<file path="src/design/liu_chan_defines.vh">
// Constants for the per-channel control and interrupt-enable register bank
// What this block does
// - Transmit power bit D3 turns channel transmitter on or off when global pin high.
// - Global transmit-enable pin low forces all eight transmitters off.
// - Transmit power bits reset to zero, transmitters start powered off.
// - Loopback field: top bit 0 none; 100 dual, 101 analog, 110 remote, 111 digital.
// - Bit D5 selects HDB3 when 0, AMI when 1, single-rail only.
// - Resistor field: 00 none, 01 240 ohm, 10 210 ohm, 11 150 ohm.
// - Rising D2 seen on transmit clock inserts one bipolar violation.
// - Rising D1 seen on transmit clock inserts one bit error.
// - Enables D6, D5, D4 unmask driver-fail, FIFO-limit, line-violation sources.
// - Enables D2, D1, D0 unmask all-ones, signal-loss, pattern-detect sources.
// - Interrupt asserts only when source enable and global enable are both 1.
// - Eight channel copies, channel n at channel-0 offset plus n times 0x10.
// - Reserved bits have no effect on the channel.
// - Status flags track their condition regardless of interrupt enables.
// - FIFO-limit flag set when FIFO pointers lie within three bits.
`ifndef LIU_CHAN_DEFINES_VH
`define LIU_CHAN_DEFINES_VH
`define OFS_TX_POWER_LOOPBACK 4'h2
`define OFS_CODING_RESISTOR 4'h3
`define OFS_CHANNEL_IRQ_EN 4'h4
`define OFS_CHANNEL_STATUS 4'h5
`define RST_TX_POWER_LOOPBACK 8'h00
`define RST_CODING_RESISTOR 8'h00
`define RST_CHANNEL_IRQ_EN 8'h00
`define MASK_TX_POWER_LOOPBACK 8'h0f
`define MASK_CODING_RESISTOR 8'h3e
`define MASK_CHANNEL_IRQ_EN 8'h77
`define BIT_TX_POWER_ON 3
`define BIT_LINE_CODE_SELECT 5
`define BIT_INJECT_BPV 2
`define BIT_INJECT_BIT_ERROR 1
`define LOOP_DUAL 3'h4
`define LOOP_ANALOG 3'h5
`define LOOP_REMOTE 3'h6
`define LOOP_DIGITAL 3'h7
`define FIFO_LIMIT_DISTANCE 3
`endif

</file>
<file path="src/design/liu_channel_ctrl_irq_regs.v">
// Per-channel control, error insertion and interrupt-enable register bank
`timescale 1ns/100ps
`include "liu_chan_defines.vh"
module liu_channel_ctrl_irq_regs #(
   parameter CHANNELS = 8,
   parameter PTR_WIDTH = 6
) (
   input wire clk,
   input wire reset,
   input wire [7:0] regAddr,
   input wire [7:0] regWrData,
   input wire regWrite,
   input wire regRead,
   output reg [7:0] regRdData,
   input wire globalTxEnablePin,
   input wire globalIrqEn,
   input wire [CHANNELS-1:0] txLineClock,
   input wire [CHANNELS-1:0] driverFailCond,
   input wire [CHANNELS-1:0] lineViolationCond,
   input wire [CHANNELS-1:0] allOnesCond,
   input wire [CHANNELS-1:0] rxSignalLossCond,
   input wire [CHANNELS-1:0] patternDetectCond,
   input wire [CHANNELS*PTR_WIDTH-1:0] fifoRdPtr,
   input wire [CHANNELS*PTR_WIDTH-1:0] fifoWrPtr,
   output wire [CHANNELS-1:0] txPowerOn,
   output wire [CHANNELS*3-1:0] loopbackMode,
   output wire [CHANNELS-1:0] dualLoopback,
   output wire [CHANNELS-1:0] analogLoopback,
   output wire [CHANNELS-1:0] remoteLoopback,
   output wire [CHANNELS-1:0] digitalLoopback,
   output wire [CHANNELS-1:0] lineCodeSelect,
   output wire [CHANNELS*2-1:0] rxExtResistorSel,
   output reg [CHANNELS-1:0] injectBipolarViolation,
   output reg [CHANNELS-1:0] injectBitError,
   output reg irqOut
);

   // Per-channel register copies
   reg [7:0] txCtrl_q [0:CHANNELS-1];
   reg [7:0] codeCtrl_q [0:CHANNELS-1];
   reg [7:0] irqEn_q [0:CHANNELS-1];
   reg [7:0] status_q [0:CHANNELS-1];
   // Transmit clock and insertion history
   reg [CHANNELS-1:0] tclkPrev_q;
   reg [CHANNELS-1:0] bpvPrev_q;
   reg [CHANNELS-1:0] berPrev_q;
   // Combinational next values
   reg [7:0] rdData_d;
   reg irq_d;
   // Address fields
   wire [3:0] chanSel;
   wire [3:0] regSel;
   // Loop indices, one per process
   integer i;
   integer j;
   integer k;
   integer m;
   integer txIdx;
   integer codeIdx;
   integer irqIdx;

   // Pointer distance within the limit, either direction
   function fifoNear;
      input [PTR_WIDTH-1:0] rd;
      input [PTR_WIDTH-1:0] wr;
      reg [PTR_WIDTH-1:0] diffUp;
      reg [PTR_WIDTH-1:0] diffDown;
      begin
         // Kept at pointer width so the distance wraps like the FIFO
         diffUp = wr - rd;
         diffDown = rd - wr;
         fifoNear = (diffUp <= `FIFO_LIMIT_DISTANCE) || (diffDown <= `FIFO_LIMIT_DISTANCE);
      end
   endfunction

   // Write strobe hits one register of one channel
   function regHit;
      input [3:0] chan;
      input [3:0] ofs;
      input integer idx;
      input [3:0] want;
      begin
         regHit = (chan == idx) && (ofs == want);
      end
   endfunction

   // Loopback field equals one active mode
   function loopIs;
      input [2:0] field;
      input [2:0] mode;
      begin
         loopIs = (field == mode);
      end
   endfunction

   // Channel in upper nibble, register in lower
   assign chanSel = regAddr[7:4];
   assign regSel = regAddr[3:0];

   // Transmit power and loopback register, reserved bits held at zero
   always @(posedge clk) begin
      for (txIdx = 0; txIdx < CHANNELS; txIdx = txIdx + 1) begin
         if (reset)
            txCtrl_q[txIdx] <= `RST_TX_POWER_LOOPBACK;
         else if (regWrite && regHit(chanSel, regSel, txIdx, `OFS_TX_POWER_LOOPBACK))
            txCtrl_q[txIdx] <= regWrData & `MASK_TX_POWER_LOOPBACK;
      end
   end

   // Coding, resistor and insertion register, reserved bits held at zero
   always @(posedge clk) begin
      for (codeIdx = 0; codeIdx < CHANNELS; codeIdx = codeIdx + 1) begin
         if (reset)
            codeCtrl_q[codeIdx] <= `RST_CODING_RESISTOR;
         else if (regWrite && regHit(chanSel, regSel, codeIdx, `OFS_CODING_RESISTOR))
            codeCtrl_q[codeIdx] <= regWrData & `MASK_CODING_RESISTOR;
      end
   end

   // Interrupt enable register, reserved bits held at zero
   always @(posedge clk) begin
      for (irqIdx = 0; irqIdx < CHANNELS; irqIdx = irqIdx + 1) begin
         if (reset)
            irqEn_q[irqIdx] <= `RST_CHANNEL_IRQ_EN;
         else if (regWrite && regHit(chanSel, regSel, irqIdx, `OFS_CHANNEL_IRQ_EN))
            irqEn_q[irqIdx] <= regWrData & `MASK_CHANNEL_IRQ_EN;
      end
   end

   // Live status flags, independent of enables
   always @(posedge clk) begin
      for (k = 0; k < CHANNELS; k = k + 1) begin
         // Reserved positions D7 and D3 read zero
         if (reset)
            status_q[k] <= 8'h00;
         else
            status_q[k] <= {1'b0, driverFailCond[k],
               fifoNear(fifoRdPtr[k*PTR_WIDTH +: PTR_WIDTH], fifoWrPtr[k*PTR_WIDTH +: PTR_WIDTH]),
               lineViolationCond[k], 1'b0, allOnesCond[k], rxSignalLossCond[k],
               patternDetectCond[k]};
      end
   end

   // Insertion bits sampled on transmit clock rising edge
   always @(posedge clk) begin
      if (reset) begin
         tclkPrev_q <= {CHANNELS{1'b0}};
         bpvPrev_q <= {CHANNELS{1'b0}};
         berPrev_q <= {CHANNELS{1'b0}};
         injectBipolarViolation <= {CHANNELS{1'b0}};
         injectBitError <= {CHANNELS{1'b0}};
      end else begin
         tclkPrev_q <= txLineClock;
         // Pulses default low, raised only on a clean rising bit
         for (m = 0; m < CHANNELS; m = m + 1) begin
            injectBipolarViolation[m] <= 1'b0;
            injectBitError[m] <= 1'b0;
            if (txLineClock[m] && !tclkPrev_q[m]) begin
               bpvPrev_q[m] <= codeCtrl_q[m][`BIT_INJECT_BPV];
               berPrev_q[m] <= codeCtrl_q[m][`BIT_INJECT_BIT_ERROR];
               injectBipolarViolation[m] <= codeCtrl_q[m][`BIT_INJECT_BPV] & ~bpvPrev_q[m];
               injectBitError[m] <= codeCtrl_q[m][`BIT_INJECT_BIT_ERROR] & ~berPrev_q[m];
            end
         end
      end
   end

   // Control outputs per channel
   genvar g;
   generate
      for (g = 0; g < CHANNELS; g = g + 1) begin : chanOut
         assign txPowerOn[g] = globalTxEnablePin & txCtrl_q[g][`BIT_TX_POWER_ON];
         assign loopbackMode[g*3 +: 3] = txCtrl_q[g][2:0];
         // Loopback decodes, one hot per mode
         assign dualLoopback[g] = loopIs(txCtrl_q[g][2:0], `LOOP_DUAL);
         assign analogLoopback[g] = loopIs(txCtrl_q[g][2:0], `LOOP_ANALOG);
         assign remoteLoopback[g] = loopIs(txCtrl_q[g][2:0], `LOOP_REMOTE);
         assign digitalLoopback[g] = loopIs(txCtrl_q[g][2:0], `LOOP_DIGITAL);
         assign lineCodeSelect[g] = codeCtrl_q[g][`BIT_LINE_CODE_SELECT];
         assign rxExtResistorSel[g*2 +: 2] = codeCtrl_q[g][4:3];
      end
   endgenerate

   // Interrupt combine across channels and sources
   always @* begin
      irq_d = 1'b0;
      for (j = 0; j < CHANNELS; j = j + 1)
         irq_d = irq_d | (|(status_q[j] & irqEn_q[j]));
   end

   // Read mux, unmapped channels and offsets read zero
   always @* begin
      rdData_d = 8'h00;
      for (i = 0; i < CHANNELS; i = i + 1) begin
         if (chanSel == i) begin
            case (regSel)
               `OFS_TX_POWER_LOOPBACK: rdData_d = txCtrl_q[i];
               `OFS_CODING_RESISTOR: rdData_d = codeCtrl_q[i];
               `OFS_CHANNEL_IRQ_EN: rdData_d = irqEn_q[i];
               `OFS_CHANNEL_STATUS: rdData_d = status_q[i];
               default: rdData_d = 8'h00;
            endcase
         end
      end
   end

   // Read data register, holds until the next read
   always @(posedge clk) begin
      if (reset)
         regRdData <= 8'h00;
      else if (regRead)
         regRdData <= rdData_d;
   end

   // Interrupt register, global enable gates every source
   always @(posedge clk) begin
      if (reset)
         irqOut <= 1'b0;
      else
         irqOut <= globalIrqEn & irq_d;
   end

endmodule

</file>
<file path="config.mk">
export PLATFORM = sky130hd
export DESIGN_NAME = liu_channel_ctrl_irq_regs
export DESIGN_NICKNAME = d
export VERILOG_FILES = /design/src/design/liu_channel_ctrl_irq_regs.v
export VERILOG_INCLUDE_DIRS = /design/src /design/src/design
export SDC_FILE = /design/constraint.sdc
export NUM_CORES = 1
export LEC_CHECK = 0
export ABC_CLOCK_PERIOD_IN_PS = 4700
export CORE_MARGIN = 2
export CORE_UTILIZATION = 50
export DETAILED_ROUTE_END_ITERATION = 6
export DONT_BUFFER_PORTS = 1
export HOLD_SLACK_MARGIN = 0.03
export MAX_ROUTING_LAYER = met4
export PLACE_DENSITY = 0.64
export REMOVE_ABC_BUFFERS = 1
export SYNTH_ARGS = -nofsm -noshare
export SYNTH_HDL_FRONTEND = slang
export SYNTH_SLANG_ARGS = --single-unit
export TNS_END_PERCENT = 5
</file>
<file path="constraint.sdc">
create_clock -name clk -period 4.7 [get_ports clk]
set_input_delay 0.94 -clock clk [delete_from_list [all_inputs] [get_ports clk]]
set_output_delay 0.94 -clock clk [all_outputs]
set_load 0.02 [all_outputs]
</file>
Word level (Yosys, flattened, before mapping)

Memories as Yosys holds them, arrays and structs flattened.
Index checks and enable logic that the tools add are counted.

Add/subtract/negate cells: 16
Bitwise logic cells: 96
Equal/unequal tests: 43
Reductions and logical operators: 89
Magnitude comparators: 16
Muxes and demuxes: 123

Operators by type and width:

| operator                                                       | count |
|---|---|
| case mux 8 bit (4 select lines)                                | 8 |
| equality test 3 bit, second input constant                     | 32 |
| less-or-equal comparator 6 x 2 -> 1 bit, second input constant | 16 |
| 2-to-1 mux 6 bit                                               | 16 |
| subtractor 6 bit                                               | 16 |
| 2-to-1 mux 1 bit                                               | 75 |
| AND 8 bit                                                      | 8 |
| 2-to-1 mux 8 bit                                               | 8 |
| OR reduction 8 bit                                             | 8 |
| logical AND 1 bit                                              | 56 |
| 2-to-1 mux 5 bit                                               | 8 |
| OR 1 bit                                                       | 39 |
| 2-to-1 mux 4 bit                                               | 8 |
| AND 1 bit                                                      | 25 |
| equality test 4 x 3 -> 1 bit, second input constant            | 6 |
| NOT 1 bit                                                      | 24 |
| equality test 4 x 2 -> 1 bit, second input constant            | 4 |
| OR reduction 2 bit                                             | 8 |
| logical NOT 1 bit                                              | 8 |
| logical OR 1 bit                                               | 8 |
| equality test 4 x 1 -> 1 bit, second input constant            | 1 |
| logical NOT 4 bit                                              | 1 |

Logic and storage cells: 422
Flip-flop bits (word level): 49
Output and inout port bits: 113
Input port bits: 166
Bits in writable memories: 168
Memories: 4

Memories:

| name       | depth | width | read ports | clocked after Yosys merged registers in | wr ports | line                           | text |
|---|---|---|---|---|---|---|---|
| irqEn_q    | 8     | 6     | 8          | 0                                       | 8        | liu_channel_ctrl_irq_regs.v:41 | `reg [7:0] irqEn_q [0:CHANNELS-1];` |
| status_q   | 8     | 6     | 8          | 0                                       | 8        | liu_channel_ctrl_irq_regs.v:42 | `reg [7:0] status_q [0:CHANNELS-1];` |
| codeCtrl_q | 8     | 5     | 8          | 0                                       | 8        | liu_channel_ctrl_irq_regs.v:40 | `reg [7:0] codeCtrl_q [0:CHANNELS-1];` |
| txCtrl_q   | 8     | 4     | 8          | 0                                       | 8        | liu_channel_ctrl_irq_regs.v:39 | `reg [7:0] txCtrl_q [0:CHANNELS-1];` |

Logic depth before layout (Yosys ltp)

Gate-level depths: netlist of run 1.
An unclocked memory read counts as a cell.

Word-level depth: 11
Mapped depth: 10
Depth with buffers taken out: 10

Least setup slack after synthesis of run 1

Ideal clock, no wire load.

Path kind: input -> register
From: input port regAddr[3]
To: memory irqEn_q[1][0] (netlist bit), enable pin
Buffers on the path: 3
Slack: 2,114 ps
Required time: 4,384 ps
Data arrival time: 2,271 ps
Stages on the path: 6
Setup time: 316 ps
Cell sequence: buf_6 > or3b_1 > buf_6 > buf_2 > nor2_1 > a21o_1

RTL lines:

| item            | line                           | text |
|---|---|---|
| start, declared | liu_channel_ctrl_irq_regs.v:10 | `input wire [7:0] regAddr,` |
| end, declared   | liu_channel_ctrl_irq_regs.v:41 |  |

==> flow_metrics.py, run 1 <==
metrics = {
    "status": {
        "status": "finished clean",
    },
    "finish": {
        "area_delta_synth_final_pct": 5.32,
        "layout.cells.non_filler": 1632,
        "n_fill_cell": 2441,
        "fin_util": 0.532,
        "drive_above_1_share": 0.0652,
        "fin_nets": 1531,
    },
    "detailed_routing": {
        "ant_nets": 0,
        "wl_per_cell_um": 23.1,
        "vias": 10200,
        "drtIter0Drc": 968,
        "routed_via_density": 6.24,
        "drt_wl_total_um": 37700,
        "dr.pass1.iters": 5,
        "route.detailed.drc": 0,
    },
    "setup_path": {
        "rr_worst_depth": 4,
        "cpPeakStageDelay_ns": 0.74,
        "r2r_end": "regRdData[3]",
        "critPathMaxFanout": 6,
        "endpoint_kind": "output pin",
        "crit_path_top_delay_cell": "nor3b_1",
        "cp_top_family": "simple AND/OR/NAND/NOR gates",
        "cp.arrival_ns": 1.87,
        "path_class": "flip-flop to output pin",
        "reg2reg_from": "codeCtrl_q[1][7]",
        "crit_required_ns": 3.76,
        "setup.worst_path.start_class": "flip-flop",
        "cp_num_buf_inv": 0,
        "rrSetupSlack_ns": 2.88,
        "path_cells": "nor3b_1",
    },
    "global_routing": {
        "grt_overflow": 0,
        "grt_first_pass_wirelength_um": 56900,
        "first_global_vias": 9933,
        "grt_use_total": 0.266,
        "antenna_found_initial": 3,
        "grt_max_degree": 108,
    },
    "hold_path": {
        "hold_path.startpoint": "berPrev_q[1]",
        "holdPathStages": 1,
        "holdCritPathClass": "flip-flop to flip-flop",
        "min_to": "injectBitError[1]",
    },
    "sta": {
        "relSlewSlack": 0.202,
        "drv_slew": 0,
        "setup_viol": 0,
        "fmax_mhz": 355,
        "fin_crit_ns": 2.81,
        "fin_crit_sh": 0.599,
        "setup_slack_ns": 1.89,
        "finalSetupTns_ns": 0,
        "hold_viol": 0,
        "fin_worst_skew_ns": 0.00764,
        "tightest_slew_ns": 1.19,
        "rsz0062_at_grt": "false",
    },
    "flow_run": {
        "drv_cap": 0,
    },
    "placement": {
        "place_ws_ns": 1.61,
        "place_inst": 1583,
        "dp_hpwl_um": 27000,
        "place_congestion": 0.937,
        "io_buffers": 0,
    },
    "power": {
        "peakVddDrop_mv": 0.271,
        "p_leak_nw": 6.20,
        "cellPowerDensity_nw_per_um2": 340,
        "power_mw": 4.84,
    },
    "clock_network": {
        "clock_path_buffers": 3,
        "cts_buffers": 25,
        "tritoncts": "built",
        "clkTransAtPathRegs_ns": 0.06,
        "post_cts_buffers": 0,
        "clkSinkCount": 216,
        "postCtsResizedCells": 0,
        "cts_max_level": 1,
        "clk_latency_ns": 0.52,
        "hold_buffers": 0,
        "cts_root_buf": "clkbuf_16",
    },
    "die": {
        "fp-row-count": 60,
        "core-area_um2": 26700,
        "die_w_um": 168,
        "start_util": 0.505,
        "die_area_um2": 28300,
        "die_y_um": 168,
        "ios": 279,
    },
    "synth": {
        "netlist.top_cell.by_area": "edfxtp_1",
        "synth_top_cell_area_share": 0.267,
        "synth.most_common_cell": "and3_1",
        "ys_seq_elements": 216,
        "syn_inst": 1357,
        "syn_area_um2": 13500,
        "synth_warnings": 0,
        "yosys-top-cells-area": "edfxtp_1 27%, dfxtp_1 14%, ha_1 7.4%, and3_1 5.9%, mux2i_1 4.5%",
        "synth_area_per_cell_um2": 9.95,
        "ys_dominant_reg_cell": "edfxtp_1",
        "ys_seq_area_frac": 0.409,
        "synth_cell_types": 78,
        "async_flop_share": 0,
        "netlist_top_cells_count": "128 x and3_1, 120 x edfxtp_1, 103 x inv_1, 96 x dfxtp_1, 80 x ha_1",
        "synth_edf_count": 120,
    },
}
## layout make-up
type	count	area, um^2	share of cell area
antenna	3	7.51	0.000528
timing repair buffer	10	75.1	0.00528
tap	341	427	0.0300
inverter	103	387	0.0272
multi-input combinational	913	6900	0.486
clock buffer	36	813	0.0572
clock inverter	10	81.3	0.00572
sequential	216	5530	0.389
## logic make-up (layout without fill, tap and decap cells)
logic type	count (synthesis)	count (layout)	share of synthesized area
other	1	4	0.000278
AND/OR/NAND/NOR	438	438	0.194
XOR/XNOR	20	20	0.0130
multiplexers	69	69	0.0536
adder cells (fa/ha/maj)	96	96	0.0979
flip-flops	216	216	0.409
buffers and inverters	228	159	0.0825
AO/OA/AOI/OAI	289	289	0.149
## cells in the final DEF (no fill, tap or decap), types with 8 or more instances in the layout
cell	instances
and3_1	128
edfxtp_1	120
inv_1	103
dfxtp_1	96
ha_1	80
nor2_1	75
nor2b_1	67
a21oi_1	62
mux2i_1	61
nand2_1	30
o21ai_0	30
clkbuf_16	30
nor3b_1	27
a21o_1	27
a221oi_1	25
a22oi_1	21
nand2b_1	20
nor3_1	17
a22o_1	17
fa_1	16
o22ai_1	14
xor2_1	12
o21bai_1	11
and3b_1	10
a31oi_1	10
buf_4	10
and2_1	9
nand3_1	9
xnor2_1	8
## worst max path at each step
stage	from	to	cells after the start
finish	txCtrl_q[1][10]	dualLoopback[6]	1
global placement	regAddr[1]	irqEn_q[1][1]	3
CTS	txCtrl_q[1][10]	dualLoopback[6]	1
global route	txCtrl_q[1][10]	dualLoopback[6]	1
detailed placement	regAddr[1]	irqEn_q[1][5]	3
floorplan	regAddr[4]	regRdData[1]	6
## per-layer routing
| layer | global-route usage | vias to the layer above | routed length [um] |
|---|---|---|---|
| li1 | - | 4688 | - |
| met2 | 0.418 | 543 | 17300 |
| met4 | 0.0840 | 0 | 1250 |
| met3 | 0.0710 | 76 | 4270 |
| met1 | 0.336 | 4875 | 14900 |
| met5 | - | - | 0 |
## registers in the layout, indices dropped and copies added (netlist names), 7 cells and up
| signal | count |
|---|---|
| berPrev_q | 8 |
| bpvPrev_q | 8 |
| codeCtrl_q | 40 |
| injectBipolarViolation | 8 |
| injectBitError | 8 |
| irqEn_q | 48 |
| regRdData | 7 |
| status_q | 48 |
| tclkPrev_q | 8 |
| txCtrl_q | 32 |
## per-stage QoR
step	instance area (um^2)	hold WS, ns
after floorplan	12800	0.396
after detailed placement	13300	0.408
after global placement	13300	0.401
after CTS	14200	0.416
after global routing	14200	0.427
final	14200	0.417
## power by group
group / switching, mW / internal, mW
combinational: 0.332 / 0.253
sequential: 0.131 / 2.09
clock: 0.812 / 1.22
total: 1.28 / 3.57
Power figures use the tool's default switching activity.
==> run 2, diff against run 1 <==
--- a/config.mk
+++ b/config.mk
@@ -6,7 +6,8 @@
 export SDC_FILE = /design/constraint.sdc
 export NUM_CORES = 1
 export LEC_CHECK = 0
-export ABC_CLOCK_PERIOD_IN_PS = 4700
+export ABC_AREA = 1
+export ABC_CLOCK_PERIOD_IN_PS = 2700
 export CORE_MARGIN = 2
 export CORE_UTILIZATION = 50
 export DETAILED_ROUTE_END_ITERATION = 6
==> constraint.sdc (replaced) <==
create_clock -name clk -period 2.7 [get_ports clk]
set_input_delay 0.54 -clock clk [delete_from_list [all_inputs] [get_ports clk]]
set_output_delay 0.54 -clock clk [all_outputs]
set_load 0.02 [all_outputs]
==> run 2 against run 1 <==
Highest routed layer unchanged. Total power is 65% higher. Count of clock-buffer cells in the layout is 3 lower. Die area is 2.7% lower. Critical endpoint is now digitalLoopback[0]. Synthesized area is 2.8% lower. Core utilization is 0.76 points higher. Combinational power is 82% higher. Worst setup slack worse by 1.5 ns. Clock skew is 0.0022 ns lower. Register-to-register slack worse by 1.8 ns. Clock power is 53% higher. Design area is 1.7% lower.
==> flow_metrics.py, run 2 <==
metrics = {
    "finish": {
        "reg_top3": "irqEn_q: 48 flops, status_q: 48 flops, codeCtrl_q: 40 flops",
        "drive_above_1_share": 0.0663,
        "fin_area_um2": 14000,
        "antennaDiodeCount": 0,
        "layout_common_cells": "265 x inv_1, 242 x nor2_1, 227 x nand2_1",
        "fin_nets": 1858,
        "layout_commonest_cell": "inv_1",
        "area_delta_synth_final_pct": 6.52,
    },
    "detailed_routing": {
        "drt_wl_total_um": 34400,
        "routed_via_density": 5.39,
        "wl_per_cell_um": 17.7,
        "ant_nets": 0,
        "route.detailed.drc": 0,
        "dr.pass1.iters": 6,
        "drtIter0Drc": 881,
        "vias": 10500,
    },
    "synth": {
        "ys_dominant_reg_cell": "edfxtp_1",
        "synth_cell_types": 42,
        "syn_inst": 1635,
        "netlist_top_cells_count": "265 x inv_1, 243 x nor2_1, 227 x nand2_1, 120 x edfxtp_1, 103 x nand3_1",
        "yosys-top-cells-area": "edfxtp_1 27%, dfxtp_1 15%, ha_1 7.6%, inv_1 7.6%, nor2_1 6.9%",
        "ys_seq_area_frac": 0.421,
        "ys_seq_elements": 216,
        "synth_area_per_cell_um2": 8.03,
        "netlist.top_cell.by_area": "edfxtp_1",
        "synth_edf_count": 120,
        "synth_top_cell_area_share": 0.274,
        "async_flop_share": 0,
        "syn_area_um2": 13100,
        "synth.most_common_cell": "inv_1",
        "synth_warnings": 0,
    },
    "clock_network": {
        "clk_latency_ns": 0.51,
        "cts_root_buf": "clkbuf_16",
        "clock_path_buffers": 3,
        "post_cts_buffers": 0,
        "tritoncts": "built",
        "cts_max_level": 1,
        "hold_buffers": 0,
        "postCtsResizedCells": 0,
        "cts_buffers": 23,
        "clkSinkCount": 216,
        "clkTransAtPathRegs_ns": 0.06,
    },
    "hold_path": {
        "holdCritPathClass": "primary input to flip-flop",
        "hold_path.startpoint": "reset",
        "holdPathStages": 1,
        "min_to": "tclkPrev_q[6]",
    },
    "sta": {
        "fin_crit_ns": 2.34,
        "relSlewSlack": 0.412,
        "hold_ws_ns": 0.107,
        "hold_viol": 0,
        "finalSetupTns_ns": 0,
        "setup_viol": 0,
        "fin_crit_sh": 0.866,
        "fin_worst_skew_ns": 0.00545,
        "setup_slack_ns": 0.361,
        "rsz0062_at_grt": "false",
        "drv_slew": 0,
        "fmax_mhz": 428,
        "tightest_slew_ns": 0.881,
    },
    "power": {
        "power_mw": 8.01,
        "seqPwrFrac": 0.480,
        "combPwrFrac": 0.132,
        "p_leak_nw": 6.40,
        "p_sw_mw": 2.14,
        "peakVddDrop_mv": 0.532,
        "swShare": 0.268,
        "p_int_mw": 5.86,
        "power_frac_clock": 0.388,
        "cellPowerDensity_nw_per_um2": 573,
    },
    "die": {
        "die_area_um2": 27600,
        "ios": 279,
        "core-area_um2": 25900,
        "start_util": 0.507,
        "die_w_um": 166,
        "fp-row-count": 59,
        "die_y_um": 166,
    },
    "setup_path": {
        "cpPeakStageDelay_ns": 0.59,
        "rr_worst_depth": 8,
        "setup.worst_path.start_class": "flip-flop",
        "crit_required_ns": 2.16,
        "reg2reg_from": "txCtrl_q[0][2]",
        "rrSetupSlack_ns": 1.07,
        "r2r_end": "regRdData[2]",
        "crit_path_top_delay_cell": "nor3_1",
        "path_class": "flip-flop to output pin",
        "path_cells": "inv_1, nor3_1",
        "endpoint_kind": "output pin",
        "critPathMaxFanout": 4,
        "cp.arrival_ns": 1.80,
    },
    "placement": {
        "io_buffers": 0,
        "place_congestion": 0.915,
        "place_ws_ns": 0.356,
        "dp_hpwl_um": 26000,
        "placedInstanceArea_um2": 13200,
    },
    "global_routing": {
        "grt_first_pass_wirelength_um": 53600,
        "grt_max_degree": 58,
        "first_global_vias": 9977,
        "grt_overflow": 0,
        "grt_use_total": 0.251,
        "antenna_found_initial": 0,
    },
    "flow_run": {
        "drv_cap": 0,
    },
    "status": {
        "status": "finished clean",
    },
}
[run 2: cell types whose count changed in the layout (fill, tap and decap cells not counted), moves of 67 or more]
cell	change
and3_1	-128
inv_1	+162
nand2_1	+197
nand3_1	+94
nor2_1	+167
nor2b_1	-67
[run 2: critical path: cells and delay by family (launching register included)]
kind / cells / cell delay, ns
buffers and inverters: 1 / 0.14
flip-flops: 1 / 0.56
AND/OR/NAND/NOR: 1 / 0.59
[run 2: metrics by stage]
stage	instances	util
4_1_cts	1948	0.540
2_1_floorplan	1526	-
3_3_place_gp	1906	0.511
6_report	1948	0.540
5_1_grt	1948	0.540
3_5_place_dp	1906	0.511
[run 2: how the worst max path moves through the flow]
stage	start	to	slack [ns]	depth (start not counted)
after global placement	regAddr[2]	regRdData[2]	0.38	13
after CTS	txCtrl_q[0][2]	digitalLoopback[0]	0.36	2
after global routing	txCtrl_q[0][1]	digitalLoopback[0]	0.33	2
after detailed placement	regAddr[2]	regRdData[6]	0.36	13
final	txCtrl_q[0][2]	digitalLoopback[0]	0.36	2
after floorplan	regAddr[2]	irqEn_q[0][0]	-0.57	6
[run 2: cell families after synthesis]
group / count (synthesis) / synth area share
xor+xnor: 55 / 0.0367
other cells: 1 / 0.000286
simple gates: 659 / 0.214
buf+inv: 381 / 0.128
fa+ha+maj: 96 / 0.101
compound gates: 227 / 0.0999
flops: 216 / 0.421
[run 2: area by class of cell]
class	instances	area (um^2)
fillers	2497	11900
multi-input cells	1038	5930
flip-flops and latches	216	5530
inverters	272	1020
clock buffers	33	674
well taps	335	419
repair buffers	45	338
clock inverters	9	76.3
[run 2: metal layers]
layer,GRT usage,routed length (um),vias to the layer above
met2,0.399,15600,569
li1,-,-,5124
met3,0.0508,3550,56
met1,0.330,14400,4746
met5,-,0,-
met4,0.0639,803,0
[run 2: power groups by stage]
stage / Clock [mW] / Combinational (mW) / Sequential, mW
2_1_floorplan: 0 / 0.795 / 3.85
3_3_place_gp: 0 / 1.03 / 3.91
3_5_place_dp: 0 / 1.05 / 3.91
4_1_cts: 3.14 / 1.06 / 3.84
5_1_grt: 3.29 / 1.20 / 3.86
6_report: 3.11 / 1.06 / 3.84
==> run 3, diff against run 2 <==
--- a/config.mk
+++ b/config.mk
@@ -6,7 +6,6 @@
 export SDC_FILE = /design/constraint.sdc
 export NUM_CORES = 1
 export LEC_CHECK = 0
-export ABC_AREA = 1
 export ABC_CLOCK_PERIOD_IN_PS = 2700
 export CORE_MARGIN = 2
 export CORE_UTILIZATION = 50
==> run 3 against run 2 <==
Register-to-register slack got worse by 0.23 ns. Design area increased by 2.5%. Total power increased by 3.4%. Critical endpoint is now dualLoopback[5].
==> flow_metrics.py, run 3 (synthesized netlist as in run 1, its figures left out) <==
metrics = {
    "clock_network": {
        "post_cts_buffers": 0,
        "cts_root_buf": "clkbuf_16",
        "clk_latency_ns": 0.52,
        "tritoncts": "built",
        "postCtsResizedCells": 0,
        "cts_max_level": 1,
        "clkSinkCount": 216,
        "clock_path_buffers": 3,
        "cts_buffers": 25,
        "clkTransAtPathRegs_ns": 0.06,
        "hold_buffers": 0,
    },
    "setup_path": {
        "critPathMaxFanout": 6,
        "path_class": "flip-flop to output pin",
        "endpoint_kind": "output pin",
        "cp.arrival_ns": 1.76,
        "path_cells": "nor3b_1",
        "cp_top_family": "flip-flops",
        "cp_num_buf_inv": 0,
        "setup.worst_path.start_class": "flip-flop",
        "cpPeakStageDelay_ns": 0.63,
        "crit_required_ns": 2.16,
        "crit_path_top_delay_cell": "edfxtp_1",
    },
    "power": {
        "p_sw_mw": 2.14,
        "power_mw": 8.28,
        "swShare": 0.258,
        "p_leak_nw": 6.29,
        "peakVddDrop_mv": 0.370,
        "seqPwrFrac": 0.468,
        "power_frac_clock": 0.407,
        "cellPowerDensity_nw_per_um2": 578,
        "p_int_mw": 6.14,
        "combPwrFrac": 0.125,
    },
    "sta": {
        "tightest_slew_ns": 0.743,
        "relSlewSlack": 0.501,
        "fin_worst_skew_ns": 0.0154,
        "rsz0062_at_grt": "false",
        "setup_viol": 0,
        "fin_crit_ns": 2.30,
        "finalSetupTns_ns": 0,
        "hold_viol": 0,
        "drv_slew": 0,
        "fmax_mhz": 434,
        "fin_crit_sh": 0.853,
    },
    "global_routing": {
        "grt_max_degree": 108,
        "grt_use_total": 0.267,
        "grt_first_pass_wirelength_um": 56600,
        "grt_overflow": 0,
        "antenna_found_initial": 0,
        "first_global_vias": 9871,
    },
    "die": {
        "ios": 279,
        "die_y_um": 168,
        "core-area_um2": 26700,
        "die_w_um": 168,
        "start_util": 0.505,
        "fp-row-count": 60,
        "die_area_um2": 28300,
    },
    "detailed_routing": {
        "dr.pass1.iters": 6,
        "drt_wl_total_um": 38000,
        "routed_via_density": 6.17,
        "drtIter0Drc": 1014,
        "vias": 10200,
        "route.detailed.drc": 0,
        "wl_per_cell_um": 23.0,
        "ant_nets": 0,
    },
    "finish": {
        "area_delta_synth_final_pct": 6.13,
        "n_fill_cell": 2393,
        "layout_common_cells": "128 x and3_1, 120 x edfxtp_1, 103 x inv_1",
        "drive_above_1_share": 0.0791,
        "layout_commonest_cell": "and3_1",
        "fin_nets": 1558,
        "antennaDiodeCount": 0,
        "reg_top3": "irqEn_q: 48 flops, status_q: 48 flops, codeCtrl_q: 40 flops",
    },
    "hold_path": {
        "holdCritPathClass": "primary input to flip-flop",
    },
    "status": {
        "status": "finished clean",
    },
    "placement": {
        "place_congestion": 0.937,
        "dp_hpwl_um": 27600,
        "io_buffers": 0,
    },
    "flow_run": {
        "drv_cap": 0,
    },
}
[run 3: cell count changes in the layout (fill, tap and decap cells not counted), moves of 20 or more]
cell      before  now
nand2_1      227   30
mux2i_1        0   61
nor3_1        52   17
inv_1        265  103
nor2b_1        0   67
o21ai_0       86   30
and3_1         0  128
xor2_1        38   12
nand3_1      103    9
a21o_1         1   27
a22oi_1        0   21
nand2b_1       0   20
nor2_1       242   75
nor3b_1        0   27
[run 3: area by class of cell]
cell class	instances	area (um^2)	share of cell area
multi-input cells	913	6890	0.481
flip-flops and latches	216	5530	0.386
clock buffers	34	679	0.0474
well taps	341	427	0.0298
inverters	103	387	0.0270
repair buffers	37	290	0.0203
clock inverters	11	131	0.00917
[run 3: metrics by stage]
step	hold WS (ns)	setup WS [ns]	cells	util	area (um^2)
floorplan	0.396	0.0248	1232	-	12800
global placement	0.401	0.378	1610	0.506	13500
detailed placement	0.407	0.364	1610	0.506	13500
CTS	0.101	0.402	1655	0.536	14300
global route	0.0962	0.351	1655	0.536	14300
finish	0.117	0.396	1655	0.536	14300
[run 3: routing by layer]
layer  vias to the layer above  global-route usage  part of all wire
met2                       522               0.419              0.46
met4                         0              0.0851             0.036
li1                       4738                   -                 -
met3                        88              0.0701              0.10
met1                      4865               0.337              0.40
met5                         -                   -                 0
[run 3: final timing paths]
kind,from,to,cells past startpoint,slack (ns)
hold / removal,regRead,regRdData[2],1,0.12
hold reg to reg,bpvPrev_q[6],injectBipolarViolation[6],1,0.42
setup / recovery,txCtrl_q[1][6],dualLoopback[5],1,0.40
setup reg to reg,txCtrl_q[0][14],regRdData[2],5,0.84
[run 3: power by group through the flow]
| stage | Clock [mW] | Combinational, mW | Sequential, mW |
|---|---|---|---|
| 2_1_floorplan | 0 | 0.800 | 3.85 |
| 3_3_place_gp | 0 | 1.00 | 3.94 |
| 3_5_place_dp | 0 | 1.02 | 3.94 |
| 4_1_cts | 3.41 | 1.03 | 3.87 |
| 5_1_grt | 3.56 | 1.14 | 3.89 |
| 6_report | 3.37 | 1.03 | 3.88 |
